[config.mk]
export PLATFORM = sky130hd
export DESIGN_NAME = dbs_top
export DESIGN_NICKNAME = d
export VERILOG_FILES = /design/src/hdl/dbs_pkg.sv /design/src/hdl/dbs_sync.sv /design/src/hdl/dbs_core.sv /design/src/hdl/dbs_top.sv
export SDC_FILE = /design/constraint.sdc
export NUM_CORES = 1
export LEC_CHECK = 0
export BUFFER_PORTS_ARGS = -buffer_cell sky130_fd_sc_hd__buf_4
export CAP_MARGIN = 30
export CORE_MARGIN = 8
export CORE_UTILIZATION = 52
export DETAILED_ROUTE_END_ITERATION = 12
export GPL_TIMING_DRIVEN = 1
export PLACE_DENSITY = 0.71
export RECOVER_POWER = 50
export SLEW_MARGIN = 5
export SYNTH_ARGS = -nofsm -noshare
export SYNTH_HDL_FRONTEND = slang
export SYNTH_SLANG_ARGS = --single-unit
[constraint.sdc]
create_clock -name aclk -period 2.7 [get_ports aclk]
set_input_delay 0.675 -clock aclk [delete_from_list [all_inputs] [get_ports aclk]]
set_output_delay 0.675 -clock aclk [all_outputs]
set_load 0.01 [all_outputs]
[src/hdl/dbs_pkg.sv]
// Constants, field positions and carriers of the debug sideband block
package dbs_pkg;
  // Cluster size, one lane per core
  localparam int NCORE  = 4;
  localparam int ADDR_W = 8;

  // Register byte offsets
  localparam logic [7:0] OFS_CTRL   = 8'h00;
  localparam logic [7:0] OFS_STATUS = 8'h04;
  localparam logic [7:0] OFS_AUTH   = 8'h08;
  localparam logic [7:0] OFS_OSLOCK = 8'h0c;
  localparam logic [7:0] OFS_DTRRX  = 8'h10;
  localparam logic [7:0] OFS_DTRTX  = 8'h20;

  // Control fields
  localparam int F_CTRL_SECURE  = 0;
  localparam int F_CTRL_RESTART = 4;
  localparam int F_CTRL_WARMRST = 8;

  // Status fields
  localparam int F_ST_ACK     = 0;
  localparam int F_ST_RXFULL  = 4;
  localparam int F_ST_TXEMPTY = 8;
  localparam int F_ST_LOCK    = 12;
  localparam int F_ST_INRESET = 16;
  localparam int F_ST_HOLD    = 20;
  localparam int F_ST_OSLOCK  = 24;

  // Authentication fields
  localparam int F_AU_HALT  = 0;
  localparam int F_AU_OBS   = 4;
  localparam int F_AU_SWEN  = 8;
  localparam int F_AU_CATCH = 12;

  // Reset values
  localparam logic [3:0] CTRL_RST    = 4'h0;
  localparam logic [3:0] OSLOCK_RST  = 4'hf;
  localparam logic [3:0] TXEMPTY_RST = 4'hf;

  // Write and read responses
  localparam logic [1:0] RESP_OKAY   = 2'h0;
  localparam logic [1:0] RESP_SLVERR = 2'h2;
  localparam logic [1:0] RESP_DECERR = 2'h3;

  // Per-core sideband inputs, bit n belongs to core n
  typedef struct packed {
    logic [NCORE-1:0] inv;
    logic [NCORE-1:0] ninv;
    logic [NCORE-1:0] sinv;
    logic [NCORE-1:0] sninv;
    logic [NCORE-1:0] catch_en;
    logic [NCORE-1:0] halt_req;
    logic [NCORE-1:0] lock;
    logic [NCORE-1:0] hold;
    logic [NCORE-1:0] swen;
    logic [NCORE-1:0] ext_req;
  } dbs_in_s;

  typedef enum logic [1:0] {CORE_RESET, CORE_RUN, CORE_HALT} dbs_core_e;

  typedef struct packed {
    dbs_core_e st;
  } dbs_core_s;
endpackage

[src/hdl/dbs_sync.sv]
// Two-flop synchroniser for a bundle of level inputs
`timescale 1ns/100ps
module dbs_sync #(
  parameter int WIDTH = 1
) (
  input  wire logic             aclk,
  input  wire logic             aresetn,
  input  wire logic [WIDTH-1:0] d,
  output logic      [WIDTH-1:0] q
);
  logic [WIDTH-1:0] meta_reg;

  // No reset on purpose: both stages flush while reset is held, so a held
  // core never sees a cleared hold lane when reset lifts
  // First stage feeds only the second stage
  always_ff @(posedge aclk) begin
    meta_reg <= d;
    q        <= meta_reg;
  end
endmodule

[src/hdl/dbs_core.sv]
// Per-core run, halt and reset sequencing under debug authentication
`timescale 1ns/100ps
module dbs_core (
  input  wire logic aclk,
  input  wire logic aresetn,
  input  wire logic inv,
  input  wire logic ninv,
  input  wire logic sinv,
  input  wire logic sninv,
  input  wire logic secure,
  input  wire logic halt_req,
  input  wire logic ext_req,
  input  wire logic catch_en,
  input  wire logic unlock_evt,
  input  wire logic hold,
  input  wire logic restart,
  input  wire logic warm_rst,
  output logic      halted,
  output logic      in_reset,
  output logic      halt_ok,
  output logic      obs_ok
);
  dbs_pkg::dbs_core_s r;
  dbs_pkg::dbs_core_s n;
  logic               req;

  // Secure state needs the secure enable as well
  assign halt_ok = inv & (~secure | sinv);
  assign obs_ok  = ninv & (~secure | sninv);

  // Level requests; the catch only counts when enabled
  assign req = halt_req
             | ext_req
             | (unlock_evt & catch_en);

  // Warm reset request overrides every state
  always_comb begin
    n = r;
    unique case (r.st)
      dbs_pkg::CORE_RESET: if (!hold) n.st = dbs_pkg::CORE_RUN;
      dbs_pkg::CORE_RUN:   if (halt_ok && req) n.st = dbs_pkg::CORE_HALT;
      dbs_pkg::CORE_HALT:  if (restart) n.st = dbs_pkg::CORE_RUN;
      default:             n.st = dbs_pkg::CORE_RESET;
    endcase
    if (warm_rst) n.st = dbs_pkg::CORE_RESET;
  end

  // Power-up lands in reset so the hold input is honoured
  always_ff @(posedge aclk) begin
    if (!aresetn) r <= '{st: dbs_pkg::CORE_RESET};
    else r <= n;
  end

  assign halted   = (r.st == dbs_pkg::CORE_HALT);
  assign in_reset = (r.st == dbs_pkg::CORE_RESET);
endmodule

[src/hdl/dbs_top.sv]
// Debug authentication and sideband block with an AXI4-Lite register slave
// Operation
// - Each vector bit serves its own core
// - Halt only with invasive, secure needs more
// - Observation only with non-invasive enables set
// - Receive flag high while receive half full
// - Transmit flag high while transmit half empty
// - Acknowledge high once request acknowledged
// - Unlock catch enable arms unlock debug event
// - Halt request level one asks for halt
// - Lock status reported as input shows
// - Hold input keeps core in reset
// - Data channel register path needs access permit
// - External request sampled as level until acknowledged
`timescale 1ns/100ps
module dbs_top (
  input  wire logic                      aclk,
  input  wire logic                      aresetn,
  input  wire logic [dbs_pkg::ADDR_W-1:0] awaddr,
  input  wire logic                      awvalid,
  output logic                           awready,
  input  wire logic [31:0]               wdata,
  input  wire logic [3:0]                wstrb,
  input  wire logic                      wvalid,
  output logic                           wready,
  output logic [1:0]                     bresp,
  output logic                           bvalid,
  input  wire logic                      bready,
  input  wire logic [dbs_pkg::ADDR_W-1:0] araddr,
  input  wire logic                      arvalid,
  output logic                           arready,
  output logic [31:0]                    rdata,
  output logic [1:0]                     rresp,
  output logic                           rvalid,
  input  wire logic                      rready,
  input  wire logic [3:0]                invasive_enable_in,
  input  wire logic [3:0]                noninvasive_enable_in,
  input  wire logic [3:0]                secure_invasive_enable_in,
  input  wire logic [3:0]                secure_noninvasive_enable_in,
  input  wire logic [3:0]                os_unlock_catch_enable,
  input  wire logic [3:0]                halt_request_in,
  input  wire logic [3:0]                sw_lock_status_in,
  input  wire logic [3:0]                hold_in_warm_reset,
  input  wire logic [3:0]                sw_access_permit,
  input  wire logic [3:0]                external_halt_request,
  output logic [3:0]                     dcc_rx_full,
  output logic [3:0]                     dcc_tx_empty,
  output logic [3:0]                     halt_acknowledge,
  output logic [3:0]                     core_in_reset
);
  localparam int NC = dbs_pkg::NCORE;

  // Whole state of the slave and the channel registers
  typedef struct packed {
    logic                          aw_have;
    logic [dbs_pkg::ADDR_W-1:0]    awaddr;
    logic                          w_have;
    logic [31:0]                   wdata;
    logic [3:0]                    wstrb;
    logic                          bvalid;
    logic [1:0]                    bresp;
    logic                          rvalid;
    logic [31:0]                   rdata;
    logic [1:0]                    rresp;
    logic [NC-1:0]                 secure;
    logic [NC-1:0]                 oslock;
    logic [NC-1:0]                 rx_full;
    logic [NC-1:0]                 tx_empty;
    logic [NC-1:0][31:0]           rx_data;
    logic [NC-1:0][31:0]           tx_data;
    logic [NC-1:0]                 restart;
    logic [NC-1:0]                 warm_rst;
    logic [NC-1:0]                 unlock;
  } dbs_state_s;

  dbs_state_s       r;
  dbs_state_s       n;
  dbs_pkg::dbs_in_s in_raw;
  dbs_pkg::dbs_in_s in_s;
  logic [NC-1:0]    halted;
  logic [NC-1:0]    in_rst;
  logic [NC-1:0]    halt_ok;
  logic [NC-1:0]    obs_ok;
  logic [31:0]      status_w;
  logic [31:0]      auth_w;
  logic [31:0]      wm;
  logic [1:0]       rc;
  logic [1:0]       wc;
  logic             rd_dtr;
  logic             wr_dtr;
  logic             rd_take;
  logic             wr_go;

  // Byte strobes widened to a bit mask
  function automatic logic [31:0] strb_mask(input logic [3:0] s);
    logic [31:0] m;
    m = '0;
    for (int b = 0; b < 4; b++) begin
      m[b*8 +: 8] = {8{s[b]}};
    end
    return m;
  endfunction

  // Bundle the raw sideband pins, lane n is core n
  assign in_raw = '{inv:      invasive_enable_in,
                    ninv:     noninvasive_enable_in,
                    sinv:     secure_invasive_enable_in,
                    sninv:    secure_noninvasive_enable_in,
                    catch_en: os_unlock_catch_enable,
                    halt_req: halt_request_in,
                    lock:     sw_lock_status_in,
                    hold:     hold_in_warm_reset,
                    swen:     sw_access_permit,
                    ext_req:  external_halt_request};

  // Pins may change at any time relative to aclk
  dbs_sync #(
    .WIDTH ($bits(dbs_pkg::dbs_in_s))
  ) u_sync (
    .aclk    (aclk),
    .aresetn (aresetn),
    .d       (in_raw),
    .q       (in_s)
  );

  // One sequencer per core, each sees only its own lane
  for (genvar i = 0; i < NC; i++) begin : g_core
    dbs_core u_core (
      .aclk       (aclk),
      .aresetn    (aresetn),
      .inv        (in_s.inv[i]),
      .ninv       (in_s.ninv[i]),
      .sinv       (in_s.sinv[i]),
      .sninv      (in_s.sninv[i]),
      .secure     (r.secure[i]),
      .halt_req   (in_s.halt_req[i]),
      .ext_req    (in_s.ext_req[i]),
      .catch_en   (in_s.catch_en[i]),
      .unlock_evt (r.unlock[i]),
      .hold       (in_s.hold[i]),
      .restart    (r.restart[i]),
      .warm_rst   (r.warm_rst[i]),
      .halted     (halted[i]),
      .in_reset   (in_rst[i]),
      .halt_ok    (halt_ok[i]),
      .obs_ok     (obs_ok[i])
    );
  end

  // Read-only views of core state and permissions
  always_comb begin
    status_w = '0;
    status_w[dbs_pkg::F_ST_ACK     +: NC] = halted;
    status_w[dbs_pkg::F_ST_RXFULL  +: NC] = r.rx_full;
    status_w[dbs_pkg::F_ST_TXEMPTY +: NC] = r.tx_empty;
    status_w[dbs_pkg::F_ST_LOCK    +: NC] = in_s.lock;
    status_w[dbs_pkg::F_ST_INRESET +: NC] = in_rst;
    status_w[dbs_pkg::F_ST_HOLD    +: NC] = in_s.hold;
    status_w[dbs_pkg::F_ST_OSLOCK  +: NC] = r.oslock;
    auth_w = '0;
    auth_w[dbs_pkg::F_AU_HALT  +: NC] = halt_ok;
    auth_w[dbs_pkg::F_AU_OBS   +: NC] = obs_ok;
    auth_w[dbs_pkg::F_AU_SWEN  +: NC] = in_s.swen;
    auth_w[dbs_pkg::F_AU_CATCH +: NC] = in_s.catch_en;
  end

  // Channel decode shared by the logic and the checks
  assign rd_dtr  = (araddr[1:0] == 2'h0) &&
                   (araddr[7:4] == dbs_pkg::OFS_DTRRX[7:4] ||
                    araddr[7:4] == dbs_pkg::OFS_DTRTX[7:4]);
  assign wr_dtr  = (r.awaddr[1:0] == 2'h0) &&
                   (r.awaddr[7:4] == dbs_pkg::OFS_DTRRX[7:4] ||
                    r.awaddr[7:4] == dbs_pkg::OFS_DTRTX[7:4]);
  assign rc      = araddr[3:2];
  assign wc      = r.awaddr[3:2];
  assign rd_take = arvalid && arready;
  assign wr_go   = r.aw_have && r.w_have && !r.bvalid;
  assign wm      = strb_mask(r.wstrb);

  // Next state: responses, reads, captures, then writes so a write wins over a read
  always_comb begin
    n = r;
    n.restart  = '0;
    n.warm_rst = '0;
    n.unlock   = '0;
    if (r.bvalid && bready) n.bvalid = 1'b0;
    if (r.rvalid && rready) n.rvalid = 1'b0;
    // Read address taken only while no read data is pending
    if (rd_take) begin
      n.rvalid = 1'b1;
      n.rresp  = dbs_pkg::RESP_OKAY;
      n.rdata  = '0;
      if (rd_dtr) begin
        if (!in_s.swen[rc]) begin
          n.rresp = dbs_pkg::RESP_SLVERR;
        end else if (araddr[7:4] == dbs_pkg::OFS_DTRRX[7:4]) begin
          n.rdata      = r.rx_data[rc];
          n.rx_full[rc] = 1'b0;
        end else begin
          n.rdata        = r.tx_data[rc];
          n.tx_empty[rc] = 1'b1;
        end
      end else begin
        case (araddr)
          dbs_pkg::OFS_CTRL:   n.rdata[dbs_pkg::F_CTRL_SECURE +: NC] = r.secure;
          dbs_pkg::OFS_STATUS: n.rdata = status_w;
          dbs_pkg::OFS_AUTH:   n.rdata = auth_w;
          dbs_pkg::OFS_OSLOCK: n.rdata[NC-1:0] = r.oslock;
          default:             n.rresp = dbs_pkg::RESP_DECERR;
        endcase
      end
    end
    // Address and data may arrive in either order
    if (awvalid && awready) begin
      n.aw_have = 1'b1;
      n.awaddr  = awaddr;
    end
    if (wvalid && wready) begin
      n.w_have = 1'b1;
      n.wdata  = wdata;
      n.wstrb  = wstrb;
    end
    // Write performed once both halves are held and no response waits
    if (wr_go) begin
      n.aw_have = 1'b0;
      n.w_have  = 1'b0;
      n.bvalid  = 1'b1;
      n.bresp   = dbs_pkg::RESP_OKAY;
      if (wr_dtr) begin
        if (!in_s.swen[wc]) begin
          n.bresp = dbs_pkg::RESP_SLVERR;
        end else if (r.awaddr[7:4] == dbs_pkg::OFS_DTRRX[7:4]) begin
          n.rx_data[wc] = (r.rx_data[wc] & ~wm) | (r.wdata & wm);
          n.rx_full[wc] = 1'b1;
        end else begin
          n.tx_data[wc]  = (r.tx_data[wc] & ~wm) | (r.wdata & wm);
          n.tx_empty[wc] = 1'b0;
        end
      end else begin
        case (r.awaddr)
          dbs_pkg::OFS_CTRL: begin
            n.secure   = (r.secure & ~wm[dbs_pkg::F_CTRL_SECURE +: NC])
                       | (r.wdata[dbs_pkg::F_CTRL_SECURE +: NC]
                          & wm[dbs_pkg::F_CTRL_SECURE +: NC]);
            n.restart  = r.wdata[dbs_pkg::F_CTRL_RESTART +: NC]
                       & wm[dbs_pkg::F_CTRL_RESTART +: NC];
            n.warm_rst = r.wdata[dbs_pkg::F_CTRL_WARMRST +: NC]
                       & wm[dbs_pkg::F_CTRL_WARMRST +: NC];
          end
          dbs_pkg::OFS_OSLOCK: begin
            n.oslock = (r.oslock & ~wm[NC-1:0]) | (r.wdata[NC-1:0] & wm[NC-1:0]);
            n.unlock = r.oslock & ~n.oslock;
          end
          dbs_pkg::OFS_STATUS, dbs_pkg::OFS_AUTH: begin
            n.bresp = dbs_pkg::RESP_OKAY;
          end
          default: n.bresp = dbs_pkg::RESP_DECERR;
        endcase
      end
    end
  end

  // Synchronous reset; transmit halves start empty, OS lock starts set
  always_ff @(posedge aclk) begin
    if (!aresetn) begin
      r          <= '0;
      r.secure   <= dbs_pkg::CTRL_RST;
      r.oslock   <= dbs_pkg::OSLOCK_RST;
      r.tx_empty <= dbs_pkg::TXEMPTY_RST;
    end else begin
      r <= n;
    end
  end

  // Handshake readies follow the holding flags
  assign awready = !r.aw_have;
  assign wready  = !r.w_have;
  assign arready = !r.rvalid;
  assign bvalid  = r.bvalid;
  assign bresp   = r.bresp;
  assign rvalid  = r.rvalid;
  assign rdata   = r.rdata;
  assign rresp   = r.rresp;

  // Channel flag pins come straight from state flops, acknowledge and in-reset pins from a decode of each core's state
  assign dcc_rx_full      = r.rx_full;
  assign dcc_tx_empty     = r.tx_empty;
  assign halt_acknowledge = halted;
  assign core_in_reset    = in_rst;

  for (genvar i = 0; i < NC; i++) begin : g_chk
    logic rx_wr_go;
    logic tx_rd_go;
    logic st_rd;
    assign rx_wr_go = wr_go && wr_dtr && wc == 2'(i) && in_s.swen[i]
                      && r.awaddr[7:4] == dbs_pkg::OFS_DTRRX[7:4];
    assign tx_rd_go = rd_take && rd_dtr && rc == 2'(i) && in_s.swen[i]
                      && araddr[7:4] == dbs_pkg::OFS_DTRTX[7:4];
    assign st_rd    = rd_take && araddr == dbs_pkg::OFS_STATUS;

  end
endmodule

Yosys cells after proc, flatten, opt, wreduce, memory -nomap -nowiden
Index checks and enable logic that the tools add are counted.

$lt $le $gt $ge: 4. Equality and inequality tests: 30. Muxes and demuxes: 65. Bitwise logic cells: 60. Reductions and logical operators: 48.

Operators by type and width (number): two-way mux 264 bit (2); two-way mux 276 bit (1); binary-select mux 32 bit (select 2 bit) (4); bitwise mux 128 bit (2); two-way mux 128 bit (2); two-way mux 32 bit (7); bitwise AND 32 bit (3); demux 32 bit (select 2 bit) (1); bitwise OR 32 bit (2); case mux 24 bit (2 select lines) (1); two-way mux 35 bit (1); two-way mux 2 bit (17); two-way mux 34 bit (1); bitwise AND 4 bit (8); equality test 8 x 4 -> 1 bit, second input constant (4); two-way mux 8 bit (4); inverter 32 bit (1); case mux 2 bit (3 select lines) (4); two-way mux 4 bit (5); AND reduction 3 bit (6); equality test 8 x 3 -> 1 bit, second input constant (2); logical NOT 8 bit (2); != test 2 bit, second input constant (8); inverter 4 bit (4); other kinds (25) (115).

Bits in registers: 456. Input bits: 99. Output and inout port bits: 57. Logic and storage cells: 238.

Depth between registers and ports, before layout
Gate-level depths: netlist of the first run.

Depth after elaboration: 15. Mapped depth: 8. Depth with buffers taken out: 4.

By module
From an unflattened synthesis of the first run, not the netlist that was laid out.

Cell total of the unflattened synthesis: 2037. Area, all modules: 20607.3 um2.

By module, submodules not included: dbs_top (times used 1, cells an instance 1881, area an instance 18415.2 um2, seq. area each 7367.1 um2); dbs_sync (times used 1, cells an instance 80, area an instance 1601.5 um2, seq. area each 1601.5 um2); dbs_core (times used 4, cells an instance 19, area an instance 147.6 um2, seq. area each 40.0 um2).

Least setup slack after synthesis of the first run
No wires, ideal clock.

Path kind: input to register. Start point: in araddr[3] (netlist bit). End point: reg r, in the netlist rdata[12]. Setup time: 0.122 ns. Arrival time: 2.326 ns. Required time: 2.578 ns. Path slack: 0.252 ns. Stages on the path: 6. Buffers on the path: 2. Cell sequence: buf_2 buf_1 mux4_2 mux2_1 a221oi_1 nor2_1.

Longest elaborated chain between the ends: 5. Elaborated cells between the ends (all ways): 12. Those cells by class: eq/ne (2); mux (10).

Ends and longest elaborated chain: from (decl) (line dbs_top.sv:29) `input wire logic [dbs_pkg::ADDR_W-1:0] araddr,`; binary-select mux 32 bit (select 2 bit), on equally long branches (line dbs_top.sv:200, dbs_top.sv:197); two-way mux 32 bit, on equally long branches (line dbs_top.sv:200, dbs_top.sv:197); two-way mux 32 bit (line dbs_top.sv:196) `end else if (araddr[7:4] == dbs_pkg::OFS_DTRRX[7:4]) begin`; two-way mux 32 bit (line dbs_top.sv:194) `if (!in_s.swen[rc]) begin`; two-way mux 34 bit * (line dbs_top.sv:193) `if (rd_dtr) begin`; to (signal assigned) (line dbs_top.sv:271) `r <= n;`; to (decl) (line dbs_top.sv:76) `dbs_state_s r;`.

Mark *: on every way between the ends. The rest lies on a longest branch, timed or not. The select of a mux whose other input is x is not followed. A chain may end at the register's enable or synchronous reset.

Worst setup path in the final report of the first run
Start point: in araddr[3] (netlist bit). End point: reg r, in the netlist rdata[29].

Longest elaborated chain between the ends: 5. Elaborated cells between the ends (all ways): 9. Those cells by class: mux (9).

Ends and longest elaborated chain (line): binary-select mux 32 bit (select 2 bit), on equally long branches (dbs_top.sv:200, dbs_top.sv:197); two-way mux 32 bit, on equally long branches (dbs_top.sv:200, dbs_top.sv:197); two-way mux 32 bit (dbs_top.sv:196); two-way mux 32 bit * (dbs_top.sv:194); two-way mux 34 bit * (dbs_top.sv:193).

Marks and branches as above.

==> results of run 1 <==
-- synthesized netlist by cell type (7+ instances only) --
library cell  instances  area [um2]
nor2_1              176         661
mux2_2               66         743
o22ai_1              16         100
nand3b_1              7        52.6
a21oi_1             186         931
nand2b_1             17         106
a221oi_1              9        78.8
nor2b_1              17         106
buf_6                11         124
mux4_2               98        2210
dfxtp_1             456        9130
o21ai_1              49         245
o21ai_0             106         531
buf_2                56         280
mux2i_1              69         691
buf_4                61         458
o211ai_1              8        60.1
nand2_1             117         439
a222oi_1             32         320
buf_1                12        45.0
nor4_4                7         149
inv_1                16        60.1
mux2_1                7        78.8
a2bb2oi_1            12         105
a211oi_1            128         961
clkbuf_1             83         312
-- routing by layer --
metal  vias up  track usage [%]  share of wire [%]
li1       7084                -                  -
met1      7529             34.0                 42
met2       826             40.0                 45
met3       142             5.61                9.5
met4         0             11.3                4.4
met5         -                0                  0
-- kinds of logic (layout without fill, tap and decap cells) --
family	count (synthesis)	after routing	synth area share (%)
xor gates and xnor gates	1	1	0.0448
and+or+nand+nor	375	375	9.04
DFF	456	456	46.7
muxes	240	240	19.0
buffers and inverters	240	318	6.57
AOI/OAI and AO/OA	580	580	18.5
adders and majority gates	1	1	0.0512
other	0	1	0
-- where the power goes --
group	internal, mW	switching [mW]
Sequential	6.86	0.154
Combinational	0.398	0.568
Clock	3.56	2.61
-- cell type report --
class	instances	area (um2)	area share, %
inverters	17	68.8	0.313
diodes	1	2.50	0.0114
repair buffers	223	1660	7.55
multi-input cells	1197	9110	41.4
clock buffers	70	1370	6.20
well taps	474	593	2.69
flip-flops and latches	456	9130	41.5
clock inverters	8	71.3	0.324
-- critical path: cells and delay by family --
kind,cells,cell delay (ps)
muxes,1,450
and+or+nand+nor,2,300
buffers and inverters,2,1210
AOI/OAI and AO/OA,1,220
-- through the flow --
stage,utilization [%],cells,area (um2)
2_1_floorplan,-,1893,19500
3_3_place_gp,55.9,2367,20900
3_5_place_dp,55.9,2367,20900
4_1_cts,59.7,2445,22300
5_1_grt,59.0,2445,22000
6_report,59.0,2446,22000
-- worst paths after layout --
check	slack [ps]	startpoint	to	cells after the start
worst max-delay path	240	araddr[3]	rdata[29]	6
worst min-delay path	240	sw_access_permit[0]	u_sync.meta_reg[4]	1
worst max register to register	250	r[361]	register	4
worst min register to register	320	u_sync.meta_reg[22]	u_sync.q[22]	0
==> flow_metrics.env, run 1 <==
export IMPL_drtAntennaViolNets=0
export IMPL_synth_edff_count=0
export IMPL_finalCriticalPeriod_ps=2460
export IMPL_maxSlewViolCount=193
export IMPL_syn_avg_cell_area_um2=10.3
export IMPL_initial_core_util_pct=52.4
export IMPL_drt_vias_per_instance=6.37
export IMPL_drv_cap=0
export IMPL_die_area_um2=44000
export IMPL_relSlewSlack_pct=-6.95
export IMPL_path_cells="clkbuf_2, mux4_2, and4_1, nand2_1, clkbuf_2, o21ai_0"
export IMPL_cts_buffers=46
export IMPL_vias=15600
export IMPL_period_share_pct=91.1
export IMPL_ys_flop_type="dfxtp_1"
export IMPL_antenna_found_initial=1
export IMPL_hpwl_um=38500
export IMPL_htreeDepth=2
export IMPL_grt_max_degree=193
export IMPL_fin_ws_ps=240
export IMPL_clkTransAtPathRegs_ps=60
export IMPL_io_pins=156
export IMPL_fin_nets=2040
export IMPL_cts_resized=0
export IMPL_crit_required_ps=3110
export IMPL_syn_area_um2=19500
export IMPL_port_buffers=155
export IMPL_powerDensity_nw_per_um2=643
export IMPL_violations="max-slew violations"
export IMPL_drt_pass1_iterations=8
export IMPL_postRouteWirelength_um=58000
export IMPL_area_delta_synth_final_pct=12.7
export IMPL_grt_pass1_vias=15400
export IMPL_postCtsHoldBufs=0
export IMPL_start_kind="primary input"
export IMPL_hold_violations=0
export IMPL_syn_inst=1893
export IMPL_numClockSinks=456
export IMPL_async_reset_ff_share_pct=0
export IMPL_rsz0062_at_grt="false"
export IMPL_outcome="complete, but fails checks"
export IMPL_setup_violations_final=0
export IMPL_crit_path_end_kind="register"
export IMPL_track_usage_pct=25.7
export IMPL_yosysSeqAreaShare_pct=46.7
export IMPL_die_w_um=210
export IMPL_cts_root_buf="clkbuf_16"
export IMPL_mostFrequentLayoutCells="dfxtp_1, a21oi_1, nor2_1"
export IMPL_synthesis_nets=1992
export IMPL_postCtsSetupRepairBufs=0
export IMPL_total_power_mw=14.2
export IMPL_max_freq_mhz=407
export IMPL_ys_ff_latch=456
export IMPL_crit_fanout=24
export IMPL_worst_pin_slew_ps=1600
export IMPL_yosysWarnings=0
export IMPL_gr_total_overflow=0
export IMPL_cp_slowest_cell="clkbuf_2"
export IMPL_p_leak_nw=7.95
export IMPL_clockBufferDepth=3
export IMPL_critPathKind="in -> reg"
export IMPL_insertion_delay_ps=560
export IMPL_arrival_ps=2870
export IMPL_clock_skew_final_ps=10.1
export IMPL_holdWs_ps=235
export IMPL_drive_gt1_share_pct=20.6
export IMPL_cts_tree="built"
export IMPL_final_common_cell="dfxtp_1"
export IMPL_critPathMaxStageDelay_ps=660
export IMPL_die_y_um=210
export IMPL_route_detailed_drc=0
export IMPL_crit_top_cell="clkbuf_2"
export IMPL_dp_worst_setup_slack_ps=134
export IMPL_core_area_um2=37300
export IMPL_grt_pass1_wl_um=90100
export IMPL_yosysUniqueCellTypes=54
export IMPL_fp_row_count=71
export IMPL_peakVddDrop_v=0.000509
export IMPL_min_path_type="in -> reg"
export IMPL_setup_tns_ps=0
export IMPL_drt_iter0_markers=1528
export IMPL_routedWlPerCell_um=23.7
export IMPL_gp_congestion=0.920
export IMPL_n_fill_cell=3167
(Power assumes the default switching activity.)
==> run 2: changes to the inputs <==
--- a/config.mk
+++ b/config.mk
@@ -7,7 +7,7 @@
 export LEC_CHECK = 0
 export BUFFER_PORTS_ARGS = -buffer_cell sky130_fd_sc_hd__buf_4
 export CAP_MARGIN = 30
-export CORE_MARGIN = 8
+export CORE_MARGIN = 2
 export CORE_UTILIZATION = 52
 export DETAILED_ROUTE_END_ITERATION = 12
 export GPL_TIMING_DRIVEN = 1
==> flow_metrics.env, run 2 (synthesis results as in run 1) <==
export IMPL_outcome="complete, but fails checks"
export IMPL_violations="max-capacitance violations, max-slew violations"
export IMPL_cts_root_buf="clkbuf_16"
export IMPL_htreeDepth=2
export IMPL_dp_worst_setup_slack_ps=163
export IMPL_cts_buffers=47
export IMPL_drt_pass1_iterations=8
export IMPL_drt_vias_per_instance=6.37
export IMPL_stdcell_area_um2=22100
export IMPL_n_fill_cell=3066
export IMPL_die_y_um=198
export IMPL_area_delta_synth_final_pct=13.0
export IMPL_grt_pass1_wl_um=86800
export IMPL_drt_iter0_markers=1699
export IMPL_p_sw_mw=3.51
export IMPL_critPathKind="reg -> reg"
export IMPL_grt_met2_usage_pct=45.2
export IMPL_insertion_delay_ps=600
export IMPL_drive_gt1_share_pct=21.0
export IMPL_max_freq_mhz=412
export IMPL_fp_row_count=70
export IMPL_rr_worst_depth=5
export IMPL_route_detailed_drc=0
export IMPL_holdWs_ps=200
export IMPL_clkTransAtPathRegs_ps=60
export IMPL_grt_max_degree=139
export IMPL_switching_share_pct=24.1
export IMPL_hpwl_um=36900
export IMPL_core_area_um2=36800
export IMPL_vias=15600
export IMPL_grt_pass1_vias=15000
export IMPL_die_area_um2=39100
export IMPL_placement_cell_area_um2=20800
export IMPL_routedWlPerCell_um=23.2
export IMPL_fin_ws_ps=271
export IMPL_powerDensity_nw_per_um2=660
export IMPL_clock_skew_final_ps=22.2
export IMPL_start_kind="register"
export IMPL_postCtsSetupRepairBufs=0
export IMPL_crit_path_end_kind="register"
export IMPL_final_common_cell="dfxtp_1"
export IMPL_cts_tree="built"
export IMPL_gr_total_overflow=0
export IMPL_finalCriticalPeriod_ps=2430
export IMPL_relSlewSlack_pct=-12.3
export IMPL_use_met3_pct=4.97
export IMPL_crit_required_ps=3210
export IMPL_cts_resized=0
export IMPL_initial_core_util_pct=53.1
export IMPL_p_leak_nw=7.97
export IMPL_min_path_type="in -> reg"
export IMPL_gp_congestion=0.882
export IMPL_comb_power_share_pct=6.6
export IMPL_worst_pin_slew_ps=1690
export IMPL_clockBufferDepth=3
export IMPL_postRouteWirelength_um=56500
export IMPL_fin_nets=2034
export IMPL_instances_no_fill=2442
export IMPL_io_pins=156
export IMPL_setup_tns_ps=0
export IMPL_hold_violations=0
export IMPL_antenna_found_initial=4
export IMPL_p_seq_share_pct=48.1
export IMPL_grtUsageMet1_pct=38.6
export IMPL_port_buffers=155
export IMPL_busiest_layer="met2"
export IMPL_clkPwrFrac_pct=45.3
export IMPL_die_w_um=198
export IMPL_mostFrequentLayoutCells="dfxtp_1, a21oi_1, nor2_1"
export IMPL_setup_violations_final=0
export IMPL_arrival_ps=2940
export IMPL_postCtsHoldBufs=0
export IMPL_holdPathStages=1
export IMPL_dp_cells=2354
export IMPL_total_power_mw=14.6
export IMPL_drv_cap=2
export IMPL_period_share_pct=90.0
export IMPL_numClockSinks=456
export IMPL_track_usage_pct=28.6
export IMPL_rsz0062_at_grt="false"
export IMPL_intPower_mw=11.1
export IMPL_drtAntennaViolNets=0
export IMPL_maxSlewViolCount=182
export IMPL_peakVddDrop_v=0.000411
export IMPL_utilization_pct=60.0
export IMPL_crit_fanout=66
## run 2: changes by cell type in the layout (fill, tap and decap cells not counted), moves of 3 or more
cell        before  now
buf_4          104   97
clkbuf_1        74   67
clkbuf_8         6   10
o21ai_0        108  112
o21ai_1         47   43
clkinv_2         5    8
clkinvlp_4       1    4
## run 2: critical path: stages (launching register included)
cell	delay, ps
dfxtp_2	820
nand3_1	280
nor4_1	480
buf_12	380
o21ai_0	140
a21oi_1	220
## run 2: power groups by stage
stage | registers [mW] | logic (mW) | clock network, mW
floorplan | 7.07 | 0.629 | 0
global placement | 7.15 | 0.971 | 0
detailed placement | 7.15 | 0.982 | 0
CTS | 7.00 | 0.986 | 6.68
global route | 7.02 | 1.01 | 6.98
finish | 7.01 | 0.954 | 6.60
## run 2: path summary, 6_finish.rpt
check | start | end | slack [ps]
hold / removal | external_halt_request[3] | u_sync.meta_reg[3] | 200
setup / recovery | r[361] | register | 270
hold reg to reg | u_sync.meta_reg[4] | u_sync.q[4] | 330
setup reg to reg | r[361] | register | 270
## run 2: routing by layer
metal	up-vias	wire length (um)
li1	7068	-
met1	7604	23600
met2	778	25500
met3	114	5320
met4	0	2130
met5	-	0
## run 2: final cells by class
class / instances / area, um2 / share of cell area (%)
Inverter: 17 / 65.1 / 0.295
Clock buffer: 65 / 1340 / 6.09
Timing Repair Buffer: 216 / 1580 / 7.15
Sequential cell: 456 / 9130 / 41.4
Multi-Input combinational cell: 1197 / 9110 / 41.3
Clock inverter: 22 / 248 / 1.12
Antenna cell: 1 / 2.50 / 0.0113
Tap cell: 468 / 586 / 2.65
